[config.mk]
export PLATFORM = sky130hd
export DESIGN_NAME = mme_mirror_engine
export DESIGN_NICKNAME = d
export VERILOG_FILES = /design/src/mme_pkg.sv /design/src/mme_leaky_bucket.sv /design/src/mme_mirror_engine.sv
export VERILOG_INCLUDE_DIRS = /design/src
export SDC_FILE = /design/constraint.sdc
export NUM_CORES = 1
export LEC_CHECK = 0
export BUFFER_PORTS_ARGS = -buffer_cell sky130_fd_sc_hd__buf_2
export CORE_AREA = 4 4 248 250
export CTS_CLUSTER_DIAMETER = 150
export DETAILED_ROUTE_END_ITERATION = 7
export DIE_AREA = 0 0 252 254
export GPL_TIMING_DRIVEN = 0
export PLACE_DENSITY = 0.64
export SLEW_MARGIN = 10
export SYNTH_ARGS = -nofsm -noshare
export SYNTH_HDL_FRONTEND = slang
export SYNTH_SLANG_ARGS = --single-unit
[constraint.sdc]
create_clock -name clk_in -period 13.1 [get_ports clk_in]
set_input_delay 2.62 -clock clk_in [delete_from_list [all_inputs] [get_ports clk_in]]
set_output_delay 2.62 -clock clk_in [all_outputs]
set_load 0.01 [all_outputs]
[src/mme_cfg.svh]
`ifndef MME_CFG_SVH
`define MME_CFG_SVH
`define MME_ADDR_W 32
`define MME_COPY_SEL_BIT 15
`define MME_CHUNK_W 64
`define MME_NUM_SLOTS 4
`define MME_CNT_W 8
`define MME_LEAK_W 16
`define MME_POL_RST 1'b0
`define MME_LEAK_RST 16'h0100
`endif

[src/mme_pkg.sv]
package mme_pkg;
	typedef enum logic [2:0] {
		MME_IDLE = 3'b000,
		MME_WR_PRI = 3'b001,
		MME_WR_MIR = 3'b011,
		MME_RD_WAIT = 3'b010,
		MME_RD_RETRY = 3'b110
	} mme_state_t;
	typedef enum logic [1:0] {
		MME_FEAT_NONE = 2'b00,
		MME_FEAT_MIRROR = 2'b01,
		MME_FEAT_SPARE = 2'b10
	} mme_feat_t;
endpackage

[src/mme_leaky_bucket.sv]
`timescale 1ns/1ps
`include "mme_cfg.svh"
module mme_leaky_bucket
	import mme_pkg::*;
(
	input wire logic clk_in,
	input wire logic srst_in,
	input wire logic ce_in,
	input wire logic err_in,
	input wire logic [`MME_LEAK_W-1:0] leak_period_in,
	output logic [`MME_CNT_W-1:0] count_out
);
	logic [`MME_LEAK_W-1:0] leak_cnt;
	logic leak_tick;
	assign leak_tick = (leak_period_in != '0) && (leak_cnt >= leak_period_in - 1'b1);
	always_ff @(posedge clk_in)
	begin
		if (srst_in)
			leak_cnt <= '0;
		else if (ce_in)
			leak_cnt <= leak_tick ? '0 : leak_cnt + 1'b1;
	end
	// an error in the leak cycle still counts: net change is zero
	always_ff @(posedge clk_in)
	begin
		if (srst_in)
			count_out <= '0;
		else if (ce_in)
		begin
			if (err_in && !leak_tick && count_out != '1)
				count_out <= count_out + 1'b1;
			else if (!err_in && leak_tick && count_out != '0)
				count_out <= count_out - 1'b1;
		end
	end
	bucket_no_wrap_a: assert property (@(posedge clk_in) disable iff (srst_in)
		$past(count_out) == '1 |-> count_out != '0)
		else $error("bucket wrapped");
endmodule // mme_leaky_bucket

[src/mme_mirror_engine.sv]
`timescale 1ns/1ps
`include "mme_cfg.svh"
module mme_mirror_engine
	import mme_pkg::*;
(
	input wire logic clk_in,
	input wire logic srst_in,
	input wire logic ce_in,
	input wire logic mirror_en_in,
	input wire logic spare_en_in,
	input wire logic polarity_in,
	input wire logic polarity_we_in,
	input wire logic [`MME_LEAK_W-1:0] leak_period_in,
	input wire logic interleave_in,
	input wire logic req_valid_in,
	input wire logic req_write_in,
	input wire logic [`MME_ADDR_W-1:0] req_addr_in,
	input wire logic [1:0] req_slot_in,
	input wire logic [`MME_CHUNK_W-1:0] req_even_in,
	input wire logic [`MME_CHUNK_W-1:0] req_odd_in,
	input wire logic mem_ack_in,
	input wire logic [`MME_CHUNK_W-1:0] mem_cha_in,
	input wire logic [`MME_CHUNK_W-1:0] mem_chb_in,
	input wire logic mem_ce_in,
	input wire logic mem_ue_in,
	output logic req_ready_out,
	output logic mem_valid_out,
	output logic mem_write_out,
	output logic mem_mirror_out,
	output logic [`MME_ADDR_W-1:0] mem_addr_out,
	output logic [`MME_CHUNK_W-1:0] mem_cha_out,
	output logic [`MME_CHUNK_W-1:0] mem_chb_out,
	output logic rsp_valid_out,
	output logic [`MME_CHUNK_W-1:0] rsp_even_out,
	output logic [`MME_CHUNK_W-1:0] rsp_odd_out,
	output logic rsp_fatal_out,
	output logic ce_event_out,
	output logic ue_event_out,
	output logic mirror_active_out,
	output logic [`MME_NUM_SLOTS*`MME_CNT_W-1:0] bucket_out
);
	mme_state_t state;
	mme_feat_t feat;
	logic polarity;
	logic [`MME_CHUNK_W-1:0] even_q;
	logic [`MME_CHUNK_W-1:0] odd_q;
	logic [1:0] slot_q;
	logic cur_mirror;
	logic [`MME_NUM_SLOTS-1:0] slot_err;
	logic [`MME_NUM_SLOTS*`MME_CNT_W-1:0] bucket;
	logic mirrored;

	// which copy a read targets first
	function automatic logic pick_mirror(input logic [`MME_ADDR_W-1:0] a, input logic pol);
		pick_mirror = a[`MME_COPY_SEL_BIT] ^ pol;
	endfunction

	assign mirrored = (feat == MME_FEAT_MIRROR);

	// feature latches once; no backing out without a full reset
	always_ff @(posedge clk_in)
	begin
		if (srst_in)
			feat <= MME_FEAT_NONE;
		else if (ce_in && feat == MME_FEAT_NONE)
		begin
			if (mirror_en_in && !spare_en_in)
				feat <= MME_FEAT_MIRROR;
			else if (spare_en_in && !mirror_en_in)
				feat <= MME_FEAT_SPARE;
		end
	end

	always_ff @(posedge clk_in)
	begin
		if (srst_in)
			polarity <= `MME_POL_RST;
		else if (ce_in && polarity_we_in)
			polarity <= polarity_in;
	end

	always_ff @(posedge clk_in)
	begin
		if (srst_in)
		begin
			state <= MME_IDLE;
			req_ready_out <= 1'b0;
			mem_valid_out <= 1'b0;
			mem_write_out <= 1'b0;
			mem_mirror_out <= 1'b0;
			mem_addr_out <= '0;
			mem_cha_out <= '0;
			mem_chb_out <= '0;
			rsp_valid_out <= 1'b0;
			rsp_even_out <= '0;
			rsp_odd_out <= '0;
			rsp_fatal_out <= 1'b0;
			even_q <= '0;
			odd_q <= '0;
			slot_q <= '0;
			cur_mirror <= 1'b0;
		end
		else if (ce_in)
		begin
			rsp_valid_out <= 1'b0;
			rsp_fatal_out <= 1'b0;
			unique case (state)
				MME_IDLE:
				begin
					req_ready_out <= 1'b1;
					if (req_valid_in && req_ready_out)
					begin
						req_ready_out <= 1'b0;
						mem_valid_out <= 1'b1;
						mem_write_out <= req_write_in;
						mem_addr_out <= req_addr_in;
						mem_cha_out <= req_even_in;
						mem_chb_out <= req_odd_in;
						even_q <= req_even_in;
						odd_q <= req_odd_in;
						slot_q <= req_slot_in;
						if (req_write_in)
						begin
							mem_mirror_out <= 1'b0;
							state <= MME_WR_PRI;
						end
						else
						begin
							cur_mirror <= mirrored && pick_mirror(req_addr_in, polarity);
							mem_mirror_out <= mirrored && pick_mirror(req_addr_in, polarity);
							state <= MME_RD_WAIT;
						end
					end
				end
				MME_WR_PRI:
					if (mem_ack_in)
					begin
						if (mirrored)
						begin
							// swapped lanes leave a whole copy on each channel
							mem_mirror_out <= 1'b1;
							mem_cha_out <= odd_q;
							mem_chb_out <= even_q;
							state <= MME_WR_MIR;
						end
						else
						begin
							mem_valid_out <= 1'b0;
							state <= MME_IDLE;
						end
					end
				MME_WR_MIR:
					if (mem_ack_in)
					begin
						mem_valid_out <= 1'b0;
						state <= MME_IDLE;
					end
				MME_RD_WAIT, MME_RD_RETRY:
					if (mem_ack_in)
					begin
						if (mem_ue_in && mirrored && state == MME_RD_WAIT)
						begin
							cur_mirror <= !cur_mirror;
							mem_mirror_out <= !cur_mirror;
							state <= MME_RD_RETRY;
						end
						else
						begin
							// even chunk lane follows copy and interleave mode
							if (interleave_in ? cur_mirror : 1'b0)
							begin
								rsp_even_out <= mem_chb_in;
								rsp_odd_out <= mem_cha_in;
							end
							else
							begin
								rsp_even_out <= mem_cha_in;
								rsp_odd_out <= mem_chb_in;
							end
							rsp_valid_out <= 1'b1;
							rsp_fatal_out <= mem_ue_in;
							mem_valid_out <= 1'b0;
							state <= MME_IDLE;
						end
					end
				default:
					state <= MME_IDLE;
			endcase
		end
	end

	// errors are charged to the slot of the copy that returned them
	always_ff @(posedge clk_in)
	begin
		if (srst_in)
		begin
			ce_event_out <= 1'b0;
			ue_event_out <= 1'b0;
			mirror_active_out <= 1'b0;
			bucket_out <= '0;
		end
		else if (ce_in)
		begin
			ce_event_out <= mem_ack_in && mem_ce_in && !mem_write_out;
			ue_event_out <= mem_ack_in && mem_ue_in && !mem_write_out;
			mirror_active_out <= mirrored;
			bucket_out <= bucket;
		end
	end

	genvar gi;
	generate
		for (gi = 0; gi < `MME_NUM_SLOTS; gi = gi + 1)
		begin : g_bucket
			assign slot_err[gi] = mem_valid_out && !mem_write_out && mem_ack_in
				&& (mem_ce_in || mem_ue_in)
				&& ({slot_q[1], slot_q[0] ^ cur_mirror} == 2'(gi));
			mme_leaky_bucket u_bucket (
				.clk_in(clk_in),
				.srst_in(srst_in),
				.ce_in(ce_in),
				.err_in(slot_err[gi]),
				.leak_period_in(leak_period_in),
				.count_out(bucket[gi*`MME_CNT_W +: `MME_CNT_W])
			);
		end
	endgenerate

	mirror_write_twice_a: assert property (@(posedge clk_in) disable iff (srst_in || !ce_in)
		state == MME_WR_PRI && mem_ack_in && mirrored |=> state == MME_WR_MIR && mem_mirror_out)
		else $error("no mirror write");
	lane_swap_a: assert property (@(posedge clk_in) disable iff (srst_in || !ce_in)
		state == MME_WR_MIR |-> mem_cha_out == odd_q && mem_chb_out == even_q)
		else $error("mirror lanes not swapped");
	unmirrored_single_a: assert property (@(posedge clk_in) disable iff (srst_in || !ce_in)
		!mirrored |-> state != MME_WR_MIR && state != MME_RD_RETRY)
		else $error("mirror op while off");
	read_select_a: assert property (@(posedge clk_in) disable iff (srst_in || !ce_in)
		state == MME_IDLE && req_valid_in && req_ready_out && !req_write_in && mirrored
		|=> cur_mirror == ($past(req_addr_in[`MME_COPY_SEL_BIT]) ^ $past(polarity)))
		else $error("bad copy select");
	pol_reset_a: assert property (@(posedge clk_in) $past(srst_in) |-> polarity == 1'b0)
		else $error("polarity not reset");
	retry_other_a: assert property (@(posedge clk_in) disable iff (srst_in || !ce_in)
		state == MME_RD_WAIT && mem_ack_in && mem_ue_in && mirrored
		|=> state == MME_RD_RETRY && cur_mirror != $past(cur_mirror))
		else $error("retry not on other copy");
	fatal_both_a: assert property (@(posedge clk_in) disable iff (srst_in || !ce_in)
		rsp_fatal_out && mirrored |-> $past(state) == MME_RD_RETRY)
		else $error("fatal after one copy");
	feat_exclusive_a: assert property (@(posedge clk_in) disable iff (srst_in)
		feat != MME_FEAT_NONE |=> feat == $past(feat))
		else $error("feature changed");
	ue_event_a: assert property (@(posedge clk_in) disable iff (srst_in || !ce_in)
		mem_ack_in && mem_ue_in && !mem_write_out |=> ue_event_out)
		else $error("ue not raised");
	cov_mwrite_c: cover property (@(posedge clk_in) state == MME_WR_MIR && mem_ack_in);
	cov_retry_c: cover property (@(posedge clk_in) state == MME_RD_RETRY && mem_ack_in);
	cov_fatal_c: cover property (@(posedge clk_in) rsp_fatal_out);
endmodule // mme_mirror_engine

==> qor.yml, run 1 <==
outcome: "finished, final reports clean"
clock-sinks: 562
cp_data_arrival_time_ns: 8.48
ys_seq_area_share_pct: 44.4
irDropWorstVdd_mv: 0.101
gp_congestion: 0.975
ios: 648
yosysTopAreaCellShare_pct: 44.4
rows: 89
hp-class: "reg -> reg"
drive_above_1_share_pct: 19.8
area_growth_pct: 24.5
holdPathEnd: "mem_addr_out[19]$_SDFFE_PP0P_"
postLayoutCoreUtil_pct: 53.5
p_sw_mw: 1.03
switching_share_pct: 26.2
post_cts_buffers: 0
fin_crit_ns: 7.97
synth-edff-count: 0
worst_slew_pin_slew_ns: 1.29
endpoint_kind: "flop"
synth.largest_area_cell: "dfxtp_1"
fillers: 5790
post-route-period-util_pct: 60.8
path_max_fanout: 8
drv_slew: 0
via_per_inst: 5.51
cp.required_ns: 13.61
nets: 4256
path_class: "in -> reg"
drtIter0Drc: 1906
p_per_area_mw_per_mm2: 125
routed_wirelength_um: 102000
maxSlewHeadroom_pct: 14.1
drv_cap: 0
cts_root_buf: "clkbuf_16"
yosys_most_used_dff: "dfxtp_1"
dieArea_mm2: 0.0640
die_h_um: 254
cts.clk_slew.worst_paths_ns: 0.06
clock_latency_ns: 0.64
cts_hold_buffers: 0
fin_ws_ns: 5.13
p_seq_share_pct: 45.6
hold_viol_final: 0
pwr-share-clk_pct: 43.9
hold_path_startpoint: "mem_addr_out[19]$_SDFFE_PP0P_"
dr.pass1.iters: 7
finClkSkew_ns: 0.0246
yosys_register_bits: 562
critPathBufInv: 3
grt_antenna_before_repair: 31
grt_setup_unrepaired: "false"
cts_resized: 0
drc_errors: 0
setup_tns_ns: 0
reg2regPathDepth: 18
via_count: 25834
syn_inst: 3141
core_mm2: 0.0590
r2r_start: "g_bucket[1].u_bucket.leak_cnt[0]$_SDFFE_PP0P_"
grt_use_total_pct: 30.3
cts_buffer_depth: 3
synth.avg_cell_area_um2: 8.07
grt_overflow_total: 0
r2r_slack_ns: 8.63
slowest_delay_ns: 0.45
worstSetupStartpointType: "input pin"
grt_max_degree: 16
power_leakage_nw: 13.4
synthesis.area_mm2: 0.0254
combPwrFrac_pct: 10.6
ant_nets: 0
ys_types: 69
dp_hpwl_um: 79500
slowest_stage: "or3b_2"
internal_power_mw: 2.91
ys_warn_count: 0
h-tree-depth: 2
cts_tree: "done"
start_util_pct: 43.0
fmax_mhz: 126
grt_pass1_vias: 24551
synthTopCellsByArea: "dfxtp_1 44%, nand2_1 12%, a311oi_1 8.8%"
port_buffers: 645
wl_per_cell_um: 21.8
postSynth.asyncResetShare_pct: 0
finalSetupViolCount: 0
hold_depth: 2
grt_pass1_wl_um: 151000
synth_nets: 3550
cts_buffers: 59
dp_slack_ns: 4.49
crit_family: "compound AO/OA/AOI/OAI gates"
rr_endpoint: "g_bucket[1].u_bucket.count_out[7]$_SDFFE_PP0P_"
die_w_um: 252
## synthesized netlist by cell type (43+ instances only)
| cell | number |
|---|---|
| nand2_1 | 792 |
| nand3_1 | 167 |
| ha_1 | 86 |
| xnor2_1 | 43 |
| nor2_1 | 409 |
| a311oi_1 | 256 |
| dfxtp_1 | 562 |
| mux2i_1 | 64 |
| a21oi_1 | 209 |
| clkbuf_1 | 229 |
| xor2_1 | 54 |
## registers in the layout (all words and copies together) (netlist names), 2 cells and up
name                         cells
g_bucket.u_bucket.leak_cnt      64
bucket_out                      32
mem_chb_out                     64
odd_q                           64
mem_addr_out                    32
state                            3
mem_cha_out                     64
even_q                          64
g_bucket.u_bucket.count_out     32
rsp_odd_out                     64
slot_q                           2
feat                             2
rsp_even_out                    64
## cells in the final DEF, fill, tap and decap left out, types with 5 or more instances in the layout
master,instances
clkbuf_8,11
ha_1,86
nand2_1,792
o21bai_1,8
a211oi_1,8
dfxtp_1,562
clkbuf_16,60
nand4_1,21
buf_2,649
bufinv_16,5
xor2_1,54
and4_1,6
nor2_1,409
nand3_1,167
clkbuf_1,245
a311oi_1,256
diode_2,21
inv_1,23
xnor2_1,43
nor2b_1,8
a221oi_1,5
and3_1,21
o21ai_0,23
mux2i_1,64
a21oi_1,209
a21o_1,15
clkinv_2,13
nor4_1,12
nor3_1,22
mux2_4,5
## power groups by stage
stage | clock [mW] | combinational [mW] | sequential [mW]
CTS | 1.75 | 0.415 | 1.80
floorplan | 0 | 0.195 | 1.84
detailed placement | 0 | 0.413 | 1.83
global placement | 0 | 0.411 | 1.83
global route | 1.82 | 0.457 | 1.80
finish | 1.73 | 0.416 | 1.80
## worst reg2reg max path, delay by kind of cell (launching register included)
family	cells	cell delay, ns
AO/OA/AOI/OAI	10	2.21
adder cells (fa/ha/maj)	2	0.61
AND/OR/NAND/NOR	3	0.59
multiplexers	2	0.49
flip-flops	1	0.40
buffers and inverters	1	0.06
## layout make-up
cell class	count	area [um^2]	area share, %
clock buffer	87	1710	5.42
multi-input combinational	2313	13100	41.3
clock inverter	23	263	0.832
tap	773	967	3.06
buffer	242	958	3.04
inverter	24	90.1	0.285
sequential	562	11300	35.6
timing repair buffer	645	3230	10.2
antenna	21	52.6	0.166
## cells by family after synthesis
| family | after synthesis | share of synthesized area, % |
|---|---|---|
| AND/OR/NAND/NOR | 1484 | 24.2 |
| AO/OA/AOI/OAI | 564 | 16.0 |
| flip-flops | 562 | 44.4 |
| buffers and inverters | 266 | 4.14 |
| XOR/XNOR | 101 | 3.71 |
| adder cells (fa/ha/maj) | 92 | 4.64 |
| multiplexers | 72 | 3.00 |
## metal layers
layer	vias to the layer above	global-route usage [%]	part of all wire, %
li1	12372	-	-
met1	12093	35.8	38
met2	1046	52.1	48
met3	287	7.44	8.0
met4	36	14.1	5.3
met5	-	0	0.24
## worst max-delay path by stage
stage | from | slack, ns | cells after the start | to
final | leak_period_in[0] | 5.13 | 25 | g_bucket[1].u_bucket.count_out[7]$_SDFFE_PP0P_
after global routing | leak_period_in[0] | 4.65 | 24 | g_bucket[1].u_bucket.count_out[7]$_SDFFE_PP0P_
after CTS | leak_period_in[0] | 5.16 | 25 | g_bucket[1].u_bucket.count_out[7]$_SDFFE_PP0P_
after detailed placement | leak_period_in[0] | 4.49 | 25 | g_bucket[1].u_bucket.count_out[7]$_SDFFE_PP0P_
after global placement | leak_period_in[0] | 4.55 | 25 | g_bucket[1].u_bucket.count_out[7]$_SDFFE_PP0P_
after floorplan | leak_period_in[7] | 5.47 | 23 | g_bucket[1].u_bucket.count_out[7]$_SDFFE_PP0P_
## per-stage QoR
| step | total power [mW] | hold slack, ns | instances | instance area, um^2 |
|---|---|---|---|---|
| after global placement | 2.24 | 0.439 | 4559 | 29500 |
| after global routing | 4.08 | 0.468 | 4679 | 31500 |
| after CTS | 3.96 | 0.454 | 4669 | 31500 |
| after detailed placement | 2.25 | 0.445 | 4559 | 29500 |
| final | 3.94 | 0.451 | 4690 | 31600 |
| after floorplan | 2.04 | 0.437 | 3141 | 25400 |
(Power assumes the default switching activity.)
==> inputs of run 2 (changes only) <==
--- a/config.mk
+++ b/config.mk
@@ -6,13 +6,14 @@
 export SDC_FILE = /design/constraint.sdc
 export NUM_CORES = 1
 export LEC_CHECK = 0
+export ABC_AREA = 1
 export BUFFER_PORTS_ARGS = -buffer_cell sky130_fd_sc_hd__buf_2
-export CORE_AREA = 4 4 248 250
+export CORE_AREA = 4 4 250 252
 export CTS_CLUSTER_DIAMETER = 150
 export DETAILED_ROUTE_END_ITERATION = 7
-export DIE_AREA = 0 0 252 254
+export DIE_AREA = 0 0 254 256
 export GPL_TIMING_DRIVEN = 0
-export PLACE_DENSITY = 0.64
+export PLACE_DENSITY = 0.66
 export SLEW_MARGIN = 10
 export SYNTH_ARGS = -nofsm -noshare
 export SYNTH_HDL_FRONTEND = slang
==> constraint.sdc (replaced) <==
create_clock -name clk_in -period 6.7 [get_ports clk_in]
set_input_delay 1.34 -clock clk_in [delete_from_list [all_inputs] [get_ports clk_in]]
set_output_delay 1.34 -clock clk_in [all_outputs]
set_load 0.01 [all_outputs]
==> run 2 against run 1 <==
Effect of this change: core utilization rose by 0.31 points; worst setup slack got worse by 4.0 ns; first-iteration DRC count rose by 13%; non-clock buffer count fell by 1; critical path type unchanged; critical endpoint is now g_bucket[2].u_bucket.count_out[7]$_SDFFE_PP0P_; largest cell class unchanged; highest routed layer unchanged.
==> qor.yml, run 2 <==
hold_depth: 2  # unchanged
holdWs_ns: 0.459  # +0.00770 ns
synth_top_family_by_area: "compound AO/OA/AOI/OAI gates"
cts_hold_buffers: 0  # unchanged
slowest_delay_ns: 0.53  # +0.08 ns
grt_setup_unrepaired: "false"
gp_congestion: 0.967  # -0.77%
drc_errors: 0  # unchanged
syn_inst: 3485  # +11%
final_cell_mix: "669 x buf_2, 562 x dfxtp_1, 540 x nor2_1"
h-tree-depth: 2  # unchanged
synth.avg_cell_area_um2: 7.46  # -7.5%
cts_buffers: 61  # +3.4%
ys_types: 48  # -30%
holdPathEnd: "rsp_odd_out[14]$_SDFFE_PP0P_"
hold_viol_final: 0  # unchanged
grt.met2_usage_pct: 46.9  # -5.1 points
fin_crit_ns: 5.57
rows: 90  # +1.1%
via_per_inst: 5.33  # -3.2%
die_w_um: 254  # +0.79%
final_common_cell: "buf_2"
maxSlewHeadroom_pct: 34.0  # +20 points
finClkSkew_ns: 0.0252  # +0.000587 ns
cts_tree: "done"
drtIter0Drc: 2150  # +13%
cts_root_buf: "clkbuf_16"
clock-sinks: 562  # unchanged
ys_warn_count: 0  # unchanged
area_growth_pct: 24.4
dp_slack_ns: 0.507  # -3.99 ns
met1_usage_pct: 37.6  # +1.8 points
p_per_area_mw_per_mm2: 329  # +160%
cts.clk_slew.worst_paths_ns: 0.06  # about the same
post-route-period-util_pct: 83.1
cts_resized: 0  # unchanged
fin_ws_ns: 1.13  # -4.00 ns
fmax_mhz: 180
reg2regPathDepth: 21  # +3
grt_use_total_pct: 29.3  # -1.0 points
cp.required_ns: 7.27  # -6.34 ns
drv_cap: 0  # unchanged
yosys_register_bits: 562  # unchanged
core_mm2: 0.0601  # +1.9%
irDropWorstVdd_mv: 0.242  # +140%
synthXorXnorAreaFrac_pct: 1.72  # -2.0 points
worstSetupStartpointType: "input pin"
r2r_start: "cur_mirror$_SDFFE_PP0P_"
postSynth.asyncResetShare_pct: 0  # unchanged
grt_max_degree: 17  # +1
ios: 648  # unchanged
clock_latency_ns: 0.64  # about the same
ys_seq_area_share_pct: 43.3  # -1.1 points
synthMostInstantiatedCell: "dfxtp_1"
worst_slew_pin_slew_ns: 0.990  # -0.298 ns
drive_above_1_share_pct: 19.5  # -0.32 points
path_max_fanout: 8  # unchanged
grt-busiest-layer: "met2"
grt_pass1_vias: 25652  # +4.5%
placedCellCount: 4912  # +7.7%
synth-compound-area-share_pct: 22.2  # +6.2 points
via_count: 26954  # +4.3%
synth-simple-area-share_pct: 19.0  # -5.2 points
wl_per_cell_um: 19.9  # -9.1%
path_class: "in -> reg"
finalSetupViolCount: 0  # unchanged
synth_fa_ha_area_share_pct: 4.45  # -0.19 points
synth_nets: 3894  # +9.7%
cp_data_arrival_time_ns: 6.14  # -2.34 ns
dieArea_mm2: 0.0650  # +1.6%
post_cts_buffers: 0  # unchanged
cts_buffer_depth: 3  # unchanged
final_cells: 5054  # +7.8%
routed_wirelength_um: 100000  # -2.0%
drv_slew: 0  # unchanged
muxShareOfSynthArea_pct: 0  # -3.0 points
grt_antenna_before_repair: 41  # +32%
synthTopCellsByArea: "dfxtp_1 43%, nor2_1 7.8%, o21ai_0 7.0%"
grtUsageMet3_pct: 8.17  # +0.73 points
dr.pass1.iters: 6  # -1
hp-class: "reg -> reg"
power_leakage_nw: 15.3  # +14%
hold_path_startpoint: "rsp_odd_out[14]$_SDFFE_PP0P_"
synth-edff-count: 0  # unchanged
port_buffers: 645  # unchanged
setup_tns_ns: 0  # unchanged
endpoint_kind: "flop"
cpMostUsedCell: "nand2_1"
nets: 4602  # +8.1%
grt_overflow_total: 0  # unchanged
r2r_slack_ns: 2.90  # -5.73 ns
rr_endpoint: "g_bucket[1].u_bucket.count_out[7]$_SDFFE_PP0P_"
grt_pass1_wl_um: 151000  # -0.12%
postLayoutCoreUtil_pct: 53.8  # +0.31 points
start_util_pct: 43.3  # +0.29 points
synth.largest_area_cell: "dfxtp_1"
die_h_um: 256  # +0.79%
yosys_most_used_dff: "dfxtp_1"
dp_hpwl_um: 77800  # -2.2%
outcome: "finished, final reports clean"
synthTopCellsByCount: "562 x dfxtp_1, 540 x nor2_1, 471 x nand2_1, 383 x inv_1, 362 x o21ai_0"
yosysTopAreaCellShare_pct: 43.3  # -1.1 points
synthesis.area_mm2: 0.0260  # +2.6%
ant_nets: 0  # unchanged
slowest_stage: "xor2_1"
==> run 2: area by class of cell <==
type                            count  area (um^2)
Inverter                          389         1460
Buffer                            241          980
Clock buffer                       96         1860
Antenna cell                       31         77.6
Multi-Input combinational cell   2293        12300
Tap cell                          782          978
Fill cell                        5967        27800
Clock inverter                     15          208
Sequential cell                   562        11300
Timing Repair Buffer              645         3230
==> run 2: worst max path at each step <==
stage,slack [ns],start,endpoint
after detailed placement,0.51,leak_period_in[0],g_bucket[2].u_bucket.count_out[7]$_SDFFE_PP0P_
after global routing,0.68,leak_period_in[0],g_bucket[0].u_bucket.count_out[7]$_SDFFE_PP0P_
after global placement,0.59,leak_period_in[0],g_bucket[0].u_bucket.count_out[7]$_SDFFE_PP0P_
final,1.13,leak_period_in[0],g_bucket[2].u_bucket.count_out[7]$_SDFFE_PP0P_
after floorplan,1.65,leak_period_in[0],g_bucket[3].u_bucket.count_out[7]$_SDFFE_PP0P_
after CTS,1.16,leak_period_in[0],g_bucket[2].u_bucket.count_out[7]$_SDFFE_PP0P_
==> run 2: power by group <==
part	internal [mW]	switching (mW)
logic	0.906	2.04
registers	3.90	0.315
clock network	2.05	1.44
==> run 2: metal layers <==
| metal | share of wire [%] | wire (um) |
|---|---|---|
| met4 | 3.3 | 3340 |
| met3 | 9.4 | 9470 |
| met2 | 46 | 46200 |
| met5 | 0.18 | 177 |
| met1 | 41 | 41200 |
==> run 2: cells by family (layout without fill, tap and decap cells) <==
kind of cell | count (synthesis) | in the layout
adders and majority gates | 90 | 90
and+or+nand+nor | 1193 | 1193
DFF | 562 | 562
AOI/OAI and AO/OA | 959 | 959
buffers and inverters | 630 | 1386
xor gates and xnor gates | 51 | 51
other | 0 | 31
==> run 2: worst max-delay path: cells and delay by family <==
kind / cells / cell delay [ns]
AO/OA/AOI/OAI: 5 / 0.83
adder cells (fa/ha/maj): 3 / 1.07
XOR/XNOR: 1 / 0.53
buffers and inverters: 4 / 0.48
AND/OR/NAND/NOR: 18 / 1.89
==> run 2: metrics by stage <==
stage / area [um^2] / total power [mW]
floorplan: 26000 / 5.79
global placement: 30200 / 7.14
detailed placement: 30200 / 7.17
CTS: 32300 / 10.7
global route: 32300 / 11.1
finish: 32400 / 10.6
